==> src/hw/card_host_pkg.sv <==
// Package: constants, register map and carrier structs of the card host strobe block
package card_host_pkg;

  localparam int unsigned CLK_MHZ          = 100;
  localparam int unsigned INIT_TIME_US     = 10;
  localparam int unsigned INIT_CYCLES      = INIT_TIME_US * CLK_MHZ;
  localparam int unsigned PULSE_TIME_NS    = 100;
  localparam int unsigned PULSE_CYCLES     = (PULSE_TIME_NS * CLK_MHZ + 999) / 1000;
  localparam int unsigned CNT_W            = 16;

  localparam logic [7:0]  ADDR_CTRL        = 8'h00;
  localparam logic [7:0]  ADDR_STATUS      = 8'h04;
  localparam logic [7:0]  ADDR_IRQ_STATUS  = 8'h08;
  localparam logic [7:0]  ADDR_IRQ_MASK    = 8'h0C;
  localparam logic [7:0]  ADDR_READ_DATA   = 8'h10;
  localparam logic [7:0]  ADDR_CFG_DATA    = 8'h14;

  localparam int unsigned CTRL_BUSY        = 0;
  localparam int unsigned CTRL_IO_MODE     = 1;
  localparam int unsigned CTRL_LEVEL_IRQ   = 2;
  localparam int unsigned CTRL_CARD_IRQ    = 3;
  localparam int unsigned CTRL_DMA_REQ     = 4;
  localparam int unsigned CTRL_SOFT_RESET  = 5;
  localparam int unsigned CTRL_W           = 6;

  localparam int unsigned ST_READY         = 0;
  localparam int unsigned ST_DISK_MODE     = 1;
  localparam int unsigned ST_DMA_ACTIVE    = 2;
  localparam int unsigned ST_IRQ_PENDING   = 3;
  localparam int unsigned ST_INIT_DONE     = 4;

  localparam int unsigned EV_READ_STROBE   = 0;
  localparam int unsigned EV_DMA_ACK       = 1;
  localparam int unsigned EV_INIT_DONE     = 2;
  localparam int unsigned EV_W             = 3;

  localparam logic [1:0]  RESP_OKAY        = 2'h0;
  localparam logic [1:0]  RESP_SLVERR      = 2'h2;

  typedef enum logic [2:0] {
    INIT_S  = 3'b001,
    READY_S = 3'b010,
    BUSY_S  = 3'b100
  } ready_state_e;

  typedef struct packed {
    logic read_strobe_n;
    logic space_select_n;
    logic disk_mode_select_n;
    logic dma_ack_n;
    logic card_reset;
  } host_in_s;

  typedef struct packed {
    logic [15:0] data;
    logic        data_oe;
    logic        ready_irq;
    logic        dma_request;
  } host_out_s;

endpackage

==> src/hw/card_host_strobe.sv <==
// Card host port: read strobe, mode select, ready/busy, interrupts, DMA handshake
module card_host_strobe
  import card_host_pkg::*;
(
  input  wire logic                   aclk,
  input  wire logic                   aresetn,
  input  wire card_host_pkg::host_in_s  host_in,
  output      card_host_pkg::host_out_s host_out,
  input  wire logic [7:0]             s_axi_awaddr,
  input  wire logic                   s_axi_awvalid,
  output      logic                   s_axi_awready,
  input  wire logic [31:0]            s_axi_wdata,
  input  wire logic [3:0]             s_axi_wstrb,
  input  wire logic                   s_axi_wvalid,
  output      logic                   s_axi_wready,
  output      logic [1:0]             s_axi_bresp,
  output      logic                   s_axi_bvalid,
  input  wire logic                   s_axi_bready,
  input  wire logic [7:0]             s_axi_araddr,
  input  wire logic                   s_axi_arvalid,
  output      logic                   s_axi_arready,
  output      logic [31:0]            s_axi_rdata,
  output      logic [1:0]             s_axi_rresp,
  output      logic                   s_axi_rvalid,
  input  wire logic                   s_axi_rready,
  output      logic                   irq
);
  import card_host_pkg::*;

  host_in_s          sync_in;
  ready_state_e      state_reg;
  logic [CNT_W-1:0]  init_cnt_reg;
  logic [CNT_W-1:0]  pulse_cnt_reg;
  logic [CTRL_W-1:0] ctrl_reg;
  logic [EV_W-1:0]   irq_status_reg;
  logic [EV_W-1:0]   irq_mask_reg;
  logic [15:0]       read_data_reg;
  logic [15:0]       cfg_data_reg;
  logic              disk_mode_reg;
  logic              mode_latched_reg;
  logic              dma_active_reg;
  logic              dma_request_reg;
  logic              strobe_d_reg;
  logic              ack_d_reg;
  logic              card_irq_d_reg;
  logic              reset_seen_low_reg;
  logic              card_reset_d_reg;
  logic [EV_W-1:0]   event_set;
  logic              strobe_on;
  logic              ack_edge;
  logic              reset_rise;
  logic              io_read_ok;
  logic              aw_hold_reg;
  logic              w_hold_reg;
  logic [7:0]        aw_addr_reg;
  logic [31:0]       w_data_reg;
  logic              wr_fire;

  function automatic logic addr_known(input logic [7:0] a);
    addr_known = (a == ADDR_CTRL) || (a == ADDR_STATUS) || (a == ADDR_IRQ_STATUS) ||
                 (a == ADDR_IRQ_MASK) || (a == ADDR_READ_DATA) || (a == ADDR_CFG_DATA);
  endfunction

  pin_sync #(
    .WIDTH       ($bits(host_in_s))
  ) u_sync (
    .aclk        (aclk),
    .aresetn     (aresetn),
    .pin         (host_in),
    .reset_value ('1),
    .level       (sync_in)
  );

  assign strobe_on  = !sync_in.read_strobe_n;
  // Ack only counts inside an active DMA operation
  assign ack_edge   = dma_active_reg && !sync_in.dma_ack_n && ack_d_reg;
  assign reset_rise = sync_in.card_reset && !card_reset_d_reg && reset_seen_low_reg;

  always_ff @(posedge aclk) begin
    if (!aresetn) begin
      strobe_d_reg       <= 1'b0;
      ack_d_reg          <= 1'b1;
      card_irq_d_reg     <= 1'b0;
      card_reset_d_reg   <= 1'b1;
      reset_seen_low_reg <= 1'b0;
    end else begin
      strobe_d_reg     <= strobe_on;
      ack_d_reg        <= sync_in.dma_ack_n;
      card_irq_d_reg   <= ctrl_reg[CTRL_CARD_IRQ];
      card_reset_d_reg <= sync_in.card_reset;
      // A reset pin held high since power-on never reaches the card
      if (!sync_in.card_reset) begin
        reset_seen_low_reg <= 1'b1;
      end
    end
  end

  // Mode caught at end of init, once the synchronised select has settled
  always_ff @(posedge aclk) begin
    if (!aresetn) begin
      disk_mode_reg    <= 1'b0;
      mode_latched_reg <= 1'b0;
    end else if (!mode_latched_reg && event_set[EV_INIT_DONE]) begin
      disk_mode_reg    <= !sync_in.disk_mode_select_n;
      mode_latched_reg <= 1'b1;
    end else if (reset_rise) begin
      mode_latched_reg <= 1'b0;
    end
  end

  always_ff @(posedge aclk) begin
    if (!aresetn) begin
      state_reg    <= INIT_S;
      init_cnt_reg <= '0;
    end else if (reset_rise || ctrl_reg[CTRL_SOFT_RESET]) begin
      state_reg    <= INIT_S;
      init_cnt_reg <= '0;
    end else begin
      case (state_reg)
        INIT_S: begin
          if (init_cnt_reg == CNT_W'(INIT_CYCLES - 1)) begin
            state_reg <= READY_S;
          end else begin
            init_cnt_reg <= init_cnt_reg + 1'b1;
          end
        end
        READY_S: begin
          if (ctrl_reg[CTRL_BUSY]) begin
            state_reg <= BUSY_S;
          end
        end
        BUSY_S: begin
          if (!ctrl_reg[CTRL_BUSY]) begin
            state_reg <= READY_S;
          end
        end
        default: begin
          state_reg <= INIT_S;
        end
      endcase
    end
  end

  // Pulse width counter for the pulse-style I/O interrupt
  always_ff @(posedge aclk) begin
    if (!aresetn) begin
      pulse_cnt_reg <= '0;
    end else if (ctrl_reg[CTRL_CARD_IRQ] && !card_irq_d_reg) begin
      pulse_cnt_reg <= CNT_W'(PULSE_CYCLES);
    end else if (pulse_cnt_reg != '0) begin
      pulse_cnt_reg <= pulse_cnt_reg - 1'b1;
    end
  end

  always_ff @(posedge aclk) begin
    if (!aresetn) begin
      dma_active_reg  <= 1'b0;
      dma_request_reg <= 1'b0;
    end else if (!disk_mode_reg) begin
      dma_active_reg  <= 1'b0;
      dma_request_reg <= 1'b0;
    end else begin
      dma_active_reg <= ctrl_reg[CTRL_DMA_REQ] || dma_request_reg;
      if (ack_edge) begin
        dma_request_reg <= 1'b0;
      end else if (ctrl_reg[CTRL_DMA_REQ] && sync_in.dma_ack_n) begin
        dma_request_reg <= 1'b1;
      end
    end
  end

  // Card info and config space is attribute memory; I/O mode reads nothing else
  assign io_read_ok = !sync_in.space_select_n ? 1'b1 : !ctrl_reg[CTRL_IO_MODE];

  always_ff @(posedge aclk) begin
    if (!aresetn) begin
      host_out <= '{data: '0, data_oe: 1'b0, ready_irq: 1'b0, dma_request: 1'b0};
    end else begin
      host_out.data_oe <= strobe_on && io_read_ok && !disk_mode_reg;
      // Space select picks common or attribute contents
      host_out.data    <= sync_in.space_select_n ? read_data_reg : cfg_data_reg;
      host_out.dma_request <= dma_request_reg;
      if (disk_mode_reg) begin
        host_out.ready_irq <= ctrl_reg[CTRL_CARD_IRQ];
      end else if (ctrl_reg[CTRL_IO_MODE] && state_reg != INIT_S) begin
        host_out.ready_irq <= ctrl_reg[CTRL_LEVEL_IRQ] ? !ctrl_reg[CTRL_CARD_IRQ]
                                                       : (pulse_cnt_reg == '0);
      end else begin
        host_out.ready_irq <= (state_reg == READY_S);
      end
    end
  end

  assign event_set[EV_READ_STROBE] = strobe_on && !strobe_d_reg;
  assign event_set[EV_DMA_ACK]     = ack_edge;
  assign event_set[EV_INIT_DONE]   = (state_reg == INIT_S) &&
                                     (init_cnt_reg == CNT_W'(INIT_CYCLES - 1));

  assign wr_fire = aw_hold_reg && w_hold_reg && !s_axi_bvalid;
  assign s_axi_awready = !aw_hold_reg;
  assign s_axi_wready  = !w_hold_reg;

  always_ff @(posedge aclk) begin
    if (!aresetn) begin
      aw_hold_reg  <= 1'b0;
      w_hold_reg   <= 1'b0;
      aw_addr_reg  <= '0;
      w_data_reg   <= '0;
      s_axi_bvalid <= 1'b0;
      s_axi_bresp  <= RESP_OKAY;
    end else begin
      if (s_axi_awvalid && !aw_hold_reg) begin
        aw_hold_reg <= 1'b1;
        aw_addr_reg <= s_axi_awaddr;
      end
      if (s_axi_wvalid && !w_hold_reg) begin
        w_hold_reg <= 1'b1;
        w_data_reg <= s_axi_wdata & {{8{s_axi_wstrb[3]}}, {8{s_axi_wstrb[2]}},
                                     {8{s_axi_wstrb[1]}}, {8{s_axi_wstrb[0]}}};
      end
      if (wr_fire) begin
        aw_hold_reg  <= 1'b0;
        w_hold_reg   <= 1'b0;
        s_axi_bvalid <= 1'b1;
        s_axi_bresp  <= addr_known(aw_addr_reg) ? RESP_OKAY : RESP_SLVERR;
      end else if (s_axi_bvalid && s_axi_bready) begin
        s_axi_bvalid <= 1'b0;
      end
    end
  end

  always_ff @(posedge aclk) begin
    if (!aresetn) begin
      ctrl_reg      <= '0;
      irq_mask_reg  <= '0;
      read_data_reg <= '0;
      cfg_data_reg  <= '0;
    end else begin
      ctrl_reg[CTRL_SOFT_RESET] <= 1'b0;
      if (wr_fire) begin
        case (aw_addr_reg)
          ADDR_CTRL:      ctrl_reg      <= w_data_reg[CTRL_W-1:0];
          ADDR_IRQ_MASK:  irq_mask_reg  <= w_data_reg[EV_W-1:0];
          ADDR_READ_DATA: read_data_reg <= w_data_reg[15:0];
          ADDR_CFG_DATA:  cfg_data_reg  <= w_data_reg[15:0];
          default: begin
          end
        endcase
      end
    end
  end

  // Set wins over a write-one clear in the same cycle
  always_ff @(posedge aclk) begin
    if (!aresetn) begin
      irq_status_reg <= '0;
    end else if (wr_fire && aw_addr_reg == ADDR_IRQ_STATUS) begin
      irq_status_reg <= (irq_status_reg & ~w_data_reg[EV_W-1:0]) | event_set;
    end else begin
      irq_status_reg <= irq_status_reg | event_set;
    end
  end

  assign irq = |(irq_status_reg & irq_mask_reg);

  assign s_axi_arready = !s_axi_rvalid;

  always_ff @(posedge aclk) begin
    if (!aresetn) begin
      s_axi_rvalid <= 1'b0;
      s_axi_rdata  <= '0;
      s_axi_rresp  <= RESP_OKAY;
    end else if (s_axi_arvalid && !s_axi_rvalid) begin
      s_axi_rvalid <= 1'b1;
      s_axi_rresp  <= addr_known(s_axi_araddr) ? RESP_OKAY : RESP_SLVERR;
      case (s_axi_araddr)
        ADDR_CTRL:       s_axi_rdata <= 32'(ctrl_reg);
        ADDR_STATUS:     s_axi_rdata <= 32'({(state_reg != INIT_S), 1'b0, dma_active_reg,
                                         disk_mode_reg, (state_reg == READY_S)});
        ADDR_IRQ_STATUS: s_axi_rdata <= 32'(irq_status_reg);
        ADDR_IRQ_MASK:   s_axi_rdata <= 32'(irq_mask_reg);
        ADDR_READ_DATA:  s_axi_rdata <= 32'(read_data_reg);
        ADDR_CFG_DATA:   s_axi_rdata <= 32'(cfg_data_reg);
        default:         s_axi_rdata <= '0;
      endcase
    end else if (s_axi_rvalid && s_axi_rready) begin
      s_axi_rvalid <= 1'b0;
    end
  end

endmodule

==> src/hw/pin_sync.sv <==
// Three-stage pin synchroniser; change accepted when stages two and three agree
module pin_sync
  import card_host_pkg::*;
#(
  parameter int unsigned WIDTH = 5
) (
  input  wire logic             aclk,
  input  wire logic             aresetn,
  input  wire logic [WIDTH-1:0] pin,
  input  wire logic [WIDTH-1:0] reset_value,
  output      logic [WIDTH-1:0] level
);
  logic [WIDTH-1:0] s1_reg;
  logic [WIDTH-1:0] s2_reg;
  logic [WIDTH-1:0] s3_reg;
  logic [WIDTH-1:0] level_reg;

  always_ff @(posedge aclk) begin
    s1_reg <= pin;
    s2_reg <= s1_reg;
    s3_reg <= s2_reg;
  end

  // Idle levels loaded during reset, not pin values under reset
  genvar i;
  generate
    for (i = 0; i < WIDTH; i++) begin : g_bit
      always_ff @(posedge aclk) begin
        if (!aresetn) begin
          level_reg[i] <= reset_value[i];
        end else if (s2_reg[i] == s3_reg[i]) begin
          level_reg[i] <= s3_reg[i];
        end
      end
    end
  endgenerate

  assign level = level_reg;
endmodule

==> config.mk <==
export PLATFORM = sky130hd
export DESIGN_NAME = card_host_strobe
export DESIGN_NICKNAME = d
export VERILOG_FILES = /design/src/hw/card_host_pkg.sv /design/src/hw/card_host_strobe.sv /design/src/hw/pin_sync.sv
export SDC_FILE = /design/constraint.sdc
export NUM_CORES = 1
export LEC_CHECK = 0
export BUFFER_PORTS_ARGS = -buffer_cell sky130_fd_sc_hd__buf_2
export CAP_MARGIN = 40
export CORE_MARGIN = 1.5
export CORE_UTILIZATION = 30
export DETAILED_ROUTE_END_ITERATION = 6
export PLACE_DENSITY = 0.58
export SYNTH_ARGS = -nofsm -noshare
export SYNTH_HDL_FRONTEND = slang
export SYNTH_HIERARCHICAL = 1
export SYNTH_SLANG_ARGS = --single-unit
export TNS_END_PERCENT = 5
==> constraint.sdc <==
create_clock -name aclk -period 3.1 [get_ports aclk]
set_clock_uncertainty 0.2 [all_clocks]
set_input_delay 0.31 -clock aclk [delete_from_list [all_inputs] [get_ports aclk]]
set_output_delay 0.31 -clock aclk [all_outputs]
set_load 0.03 [all_outputs]
==> flow_metrics.env <==
export IMPL_drcViolationCount=0
export IMPL_synthTopCellsByArea="dfxtp_1 48%, mux2i_1 6.6%, nand2_1 6.2%, a21oi_1 5.5%, nor2_1 3.1%"
export IMPL_hold_worst_slack_ns=0.0233
export IMPL_arrival_ns=2.63
export IMPL_cp_start_kind="flop"
export IMPL_clkLatencyLatePin_ns=0.42
export IMPL_fin_nets=943
export IMPL_drtPass1Iterations=6
export IMPL_synth_edff_count=5
export IMPL_syn_area_mm2=0.00702
export IMPL_netlist_instances=760
export IMPL_largest_reg_flops=19
export IMPL_async_flop_share=0
export IMPL_synth_top_flop_cell="dfxtp_1"
export IMPL_drive_gt1_frac=0.172
export IMPL_crit_path_end_kind="flop"
export IMPL_critPathMaxFanout=16
export IMPL_drv_cap=0
export IMPL_cts_resized=0
export IMPL_max_freq_ghz=0.394
export IMPL_rsz0062_at_grt="no"
export IMPL_use_met3=0.0353
export IMPL_viasPerCell=4.67
export IMPL_core_mm2=0.0228
export IMPL_num_io_pins=125
export IMPL_clockBufferDepth=2
export IMPL_rrSetupSlack_ns=0.56
export IMPL_cellLeakagePower_nw=3.37
export IMPL_synth_top_area_share=0.479
export IMPL_clockRootBuffer="clkbuf_16"
export IMPL_instances_no_fill=1202
export IMPL_die_height_um=156
export IMPL_ys_warn_count=6
export IMPL_grt_max_degree=87
export IMPL_status="complete, no violations"
export IMPL_regMostFlops="host_out"
export IMPL_cts_tree="built"
export IMPL_yosysMostFrequentCell="dfxtp_1"
export IMPL_wl_um=16600
export IMPL_synth_seq_cells=173
export IMPL_fp_row_count=55
export IMPL_die_area_mm2=0.0243
export IMPL_hold_path_class="in -> reg"
export IMPL_start_util=0.308
export IMPL_antenna_left=0
export IMPL_gp_congestion=0.740
export IMPL_clkSinkCount=173
export IMPL_fin_crit_ns=2.54
export IMPL_tightest_slew_ns=0.674
export IMPL_setup_slack_ns=0.559
export IMPL_setup_viol_count_final=0
export IMPL_clk_pin_slew_ns=0.07
export IMPL_grt_pass1_wl_um=26800
export IMPL_netlist_top_cells_count="168 x dfxtp_1, 116 x nand2_1, 77 x a21oi_1"
export IMPL_holdPathEnd="w_data_reg[13]$_SDFFE_PN0P_"
export IMPL_overflow=0
export IMPL_grt_total_usage=0.141
export IMPL_fillerInstances=2302
export IMPL_power_density_mw_per_mm2=666
export IMPL_cts_setup_buffers=0
export IMPL_slew_violations=0
export IMPL_cts_inserted_buffers=17
export IMPL_area_delta_synth_final_pct=24.0
export IMPL_dp_slack_ns=0.567
export IMPL_r2r_start="aw_addr_reg[0]$_SDFFE_PN0P_"
export IMPL_antenna_found_initial=0
export IMPL_num_antenna_cells=0
export IMPL_grt_pass1_vias=5143
export IMPL_setup_tns_ns=0
export IMPL_worstPathRequired_ns=3.19
export IMPL_busiest_layer="met2"
export IMPL_holdPathStages=3
export IMPL_syn_mean_instance_area_um2=9.24
export IMPL_ys_types=55
export IMPL_crit_type="reg -> reg"
export IMPL_drt_first_iter_violations=319
export IMPL_use_met2=0.221
export IMPL_r2r_end="read_data_reg[14]$_SDFFE_PN0P_"
export IMPL_ys_seq_area_frac=0.500
export IMPL_synth_top_area_cell="dfxtp_1"
export IMPL_hold_viol=0
export IMPL_fin_crit_sh=0.820
export IMPL_placedCellCount=1136
export IMPL_vias=5613
export IMPL_rr_worst_depth=4
export IMPL_relSlewSlack=0.539
export IMPL_port_buffers=88
export IMPL_gr_usage_met1=0.185
export IMPL_p_total_mw=5.80
export IMPL_ctsHtreeMaxLevel=4
export IMPL_avgRoutedWirePerCell_um=13.8
export IMPL_dieWidth_um=156
export IMPL_dp_hpwl_um=11400
export IMPL_worstHoldStart="s_axi_wdata[13]"
export IMPL_ir_drop_mv=0.337
[through the flow]
stage | area [µm²] | utilization
after floorplan | 7100 | -
after global placement | 7720 | 0.339
after detailed placement | 7730 | 0.339
after CTS | 8710 | 0.382
after global routing | 8710 | 0.382
final | 8710 | 0.382
[cells by family (layout without fill, tap and decap cells)]
kind of cell               count (synthesis)  after routing  share of synthesized area
AOI/OAI and AO/OA                        140            140                      0.116
DFF                                      173            173                      0.500
muxes                                     55             55                     0.0891
buffers and inverters                     71            179                     0.0499
adders and majority gates                  3              3                    0.00535
and+or+nand+nor                          301            301                      0.219
xor gates and xnor gates                  15             15                     0.0187
other                                      2             23                    0.00107
[final cells by class]
type	count	area (µm²)	area share
flip-flops and latches	173	3510	0.403
multi-input cells	537	3240	0.372
repair buffers	134	883	0.101
clock buffers	17	425	0.0489
well taps	313	392	0.0450
clock inverters	15	210	0.0241
inverters	13	48.8	0.00560
[repair_timing]
item,in CTS,in global routing
hold buffers,34,0
hold endpoints to repair,32,0
endpoints found under the setup margin,0,0
[worst max path at each step]
stage,slack [ns],cells after the start,startpoint,end
global route,0.45,4,aw_addr_reg[0]$_SDFFE_PN0P_,cfg_data_reg[9]$_SDFFE_PN0P_
detailed placement,0.57,4,aw_addr_reg[0]$_SDFFE_PN0P_,cfg_data_reg[3]$_SDFFE_PN0P_
floorplan,0.88,7,aw_addr_reg[0]$_SDFFE_PN0P_,cfg_data_reg[10]$_SDFFE_PN0P_
finish,0.56,4,aw_addr_reg[0]$_SDFFE_PN0P_,read_data_reg[14]$_SDFFE_PN0P_
CTS,0.55,4,aw_addr_reg[0]$_SDFFE_PN0P_,read_data_reg[14]$_SDFFE_PN0P_
global placement,0.57,4,aw_addr_reg[0]$_SDFFE_PN0P_,cfg_data_reg[7]$_SDFFE_PN0P_
[power breakdown]
group | switching [mW] | leakage, nW | internal, mW
clock | 0.916 | 0.294 | 1.36
combinational | 0.567 | 1.66 | 0.429
sequential | 0.144 | 1.42 | 2.38
[cell usage in the layout, fill, tap and decap left out, types with 12 or more instances in the layout]
cell type | synthesis | routed
mux2i_1 | 46 | 46
conb_1 | 2 | 23
dlygate4sd3_1 | 0 | 34
clkbuf_16 | 0 | 17
a21oi_1 | 77 | 77
nand2_1 | 116 | 116
or3_1 | 15 | 15
nand3_1 | 24 | 24
or4_1 | 17 | 17
nor2_1 | 58 | 58
dfxtp_1 | 168 | 168
inv_1 | 13 | 12
buf_2 | 7 | 88
o21ai_0 | 24 | 24
[worst max-delay path: stages (launching register included)]
cell	delay [ns]
dfxtp_1	0.32
or4_1	0.72
or4_1	0.90
nand2_1	0.19
a21oi_1	0.08
[per-layer routing]
metal | part of all wire | wire length, µm | vias to the layer above
met5 | 0 | 0 | -
met4 | 0.024 | 392 | 0
met3 | 0.044 | 724 | 29
met2 | 0.45 | 7540 | 141
met1 | 0.48 | 7940 | 2568
li1 | - | - | 2875
Note: power is estimated with default switching activity, not from simulation.
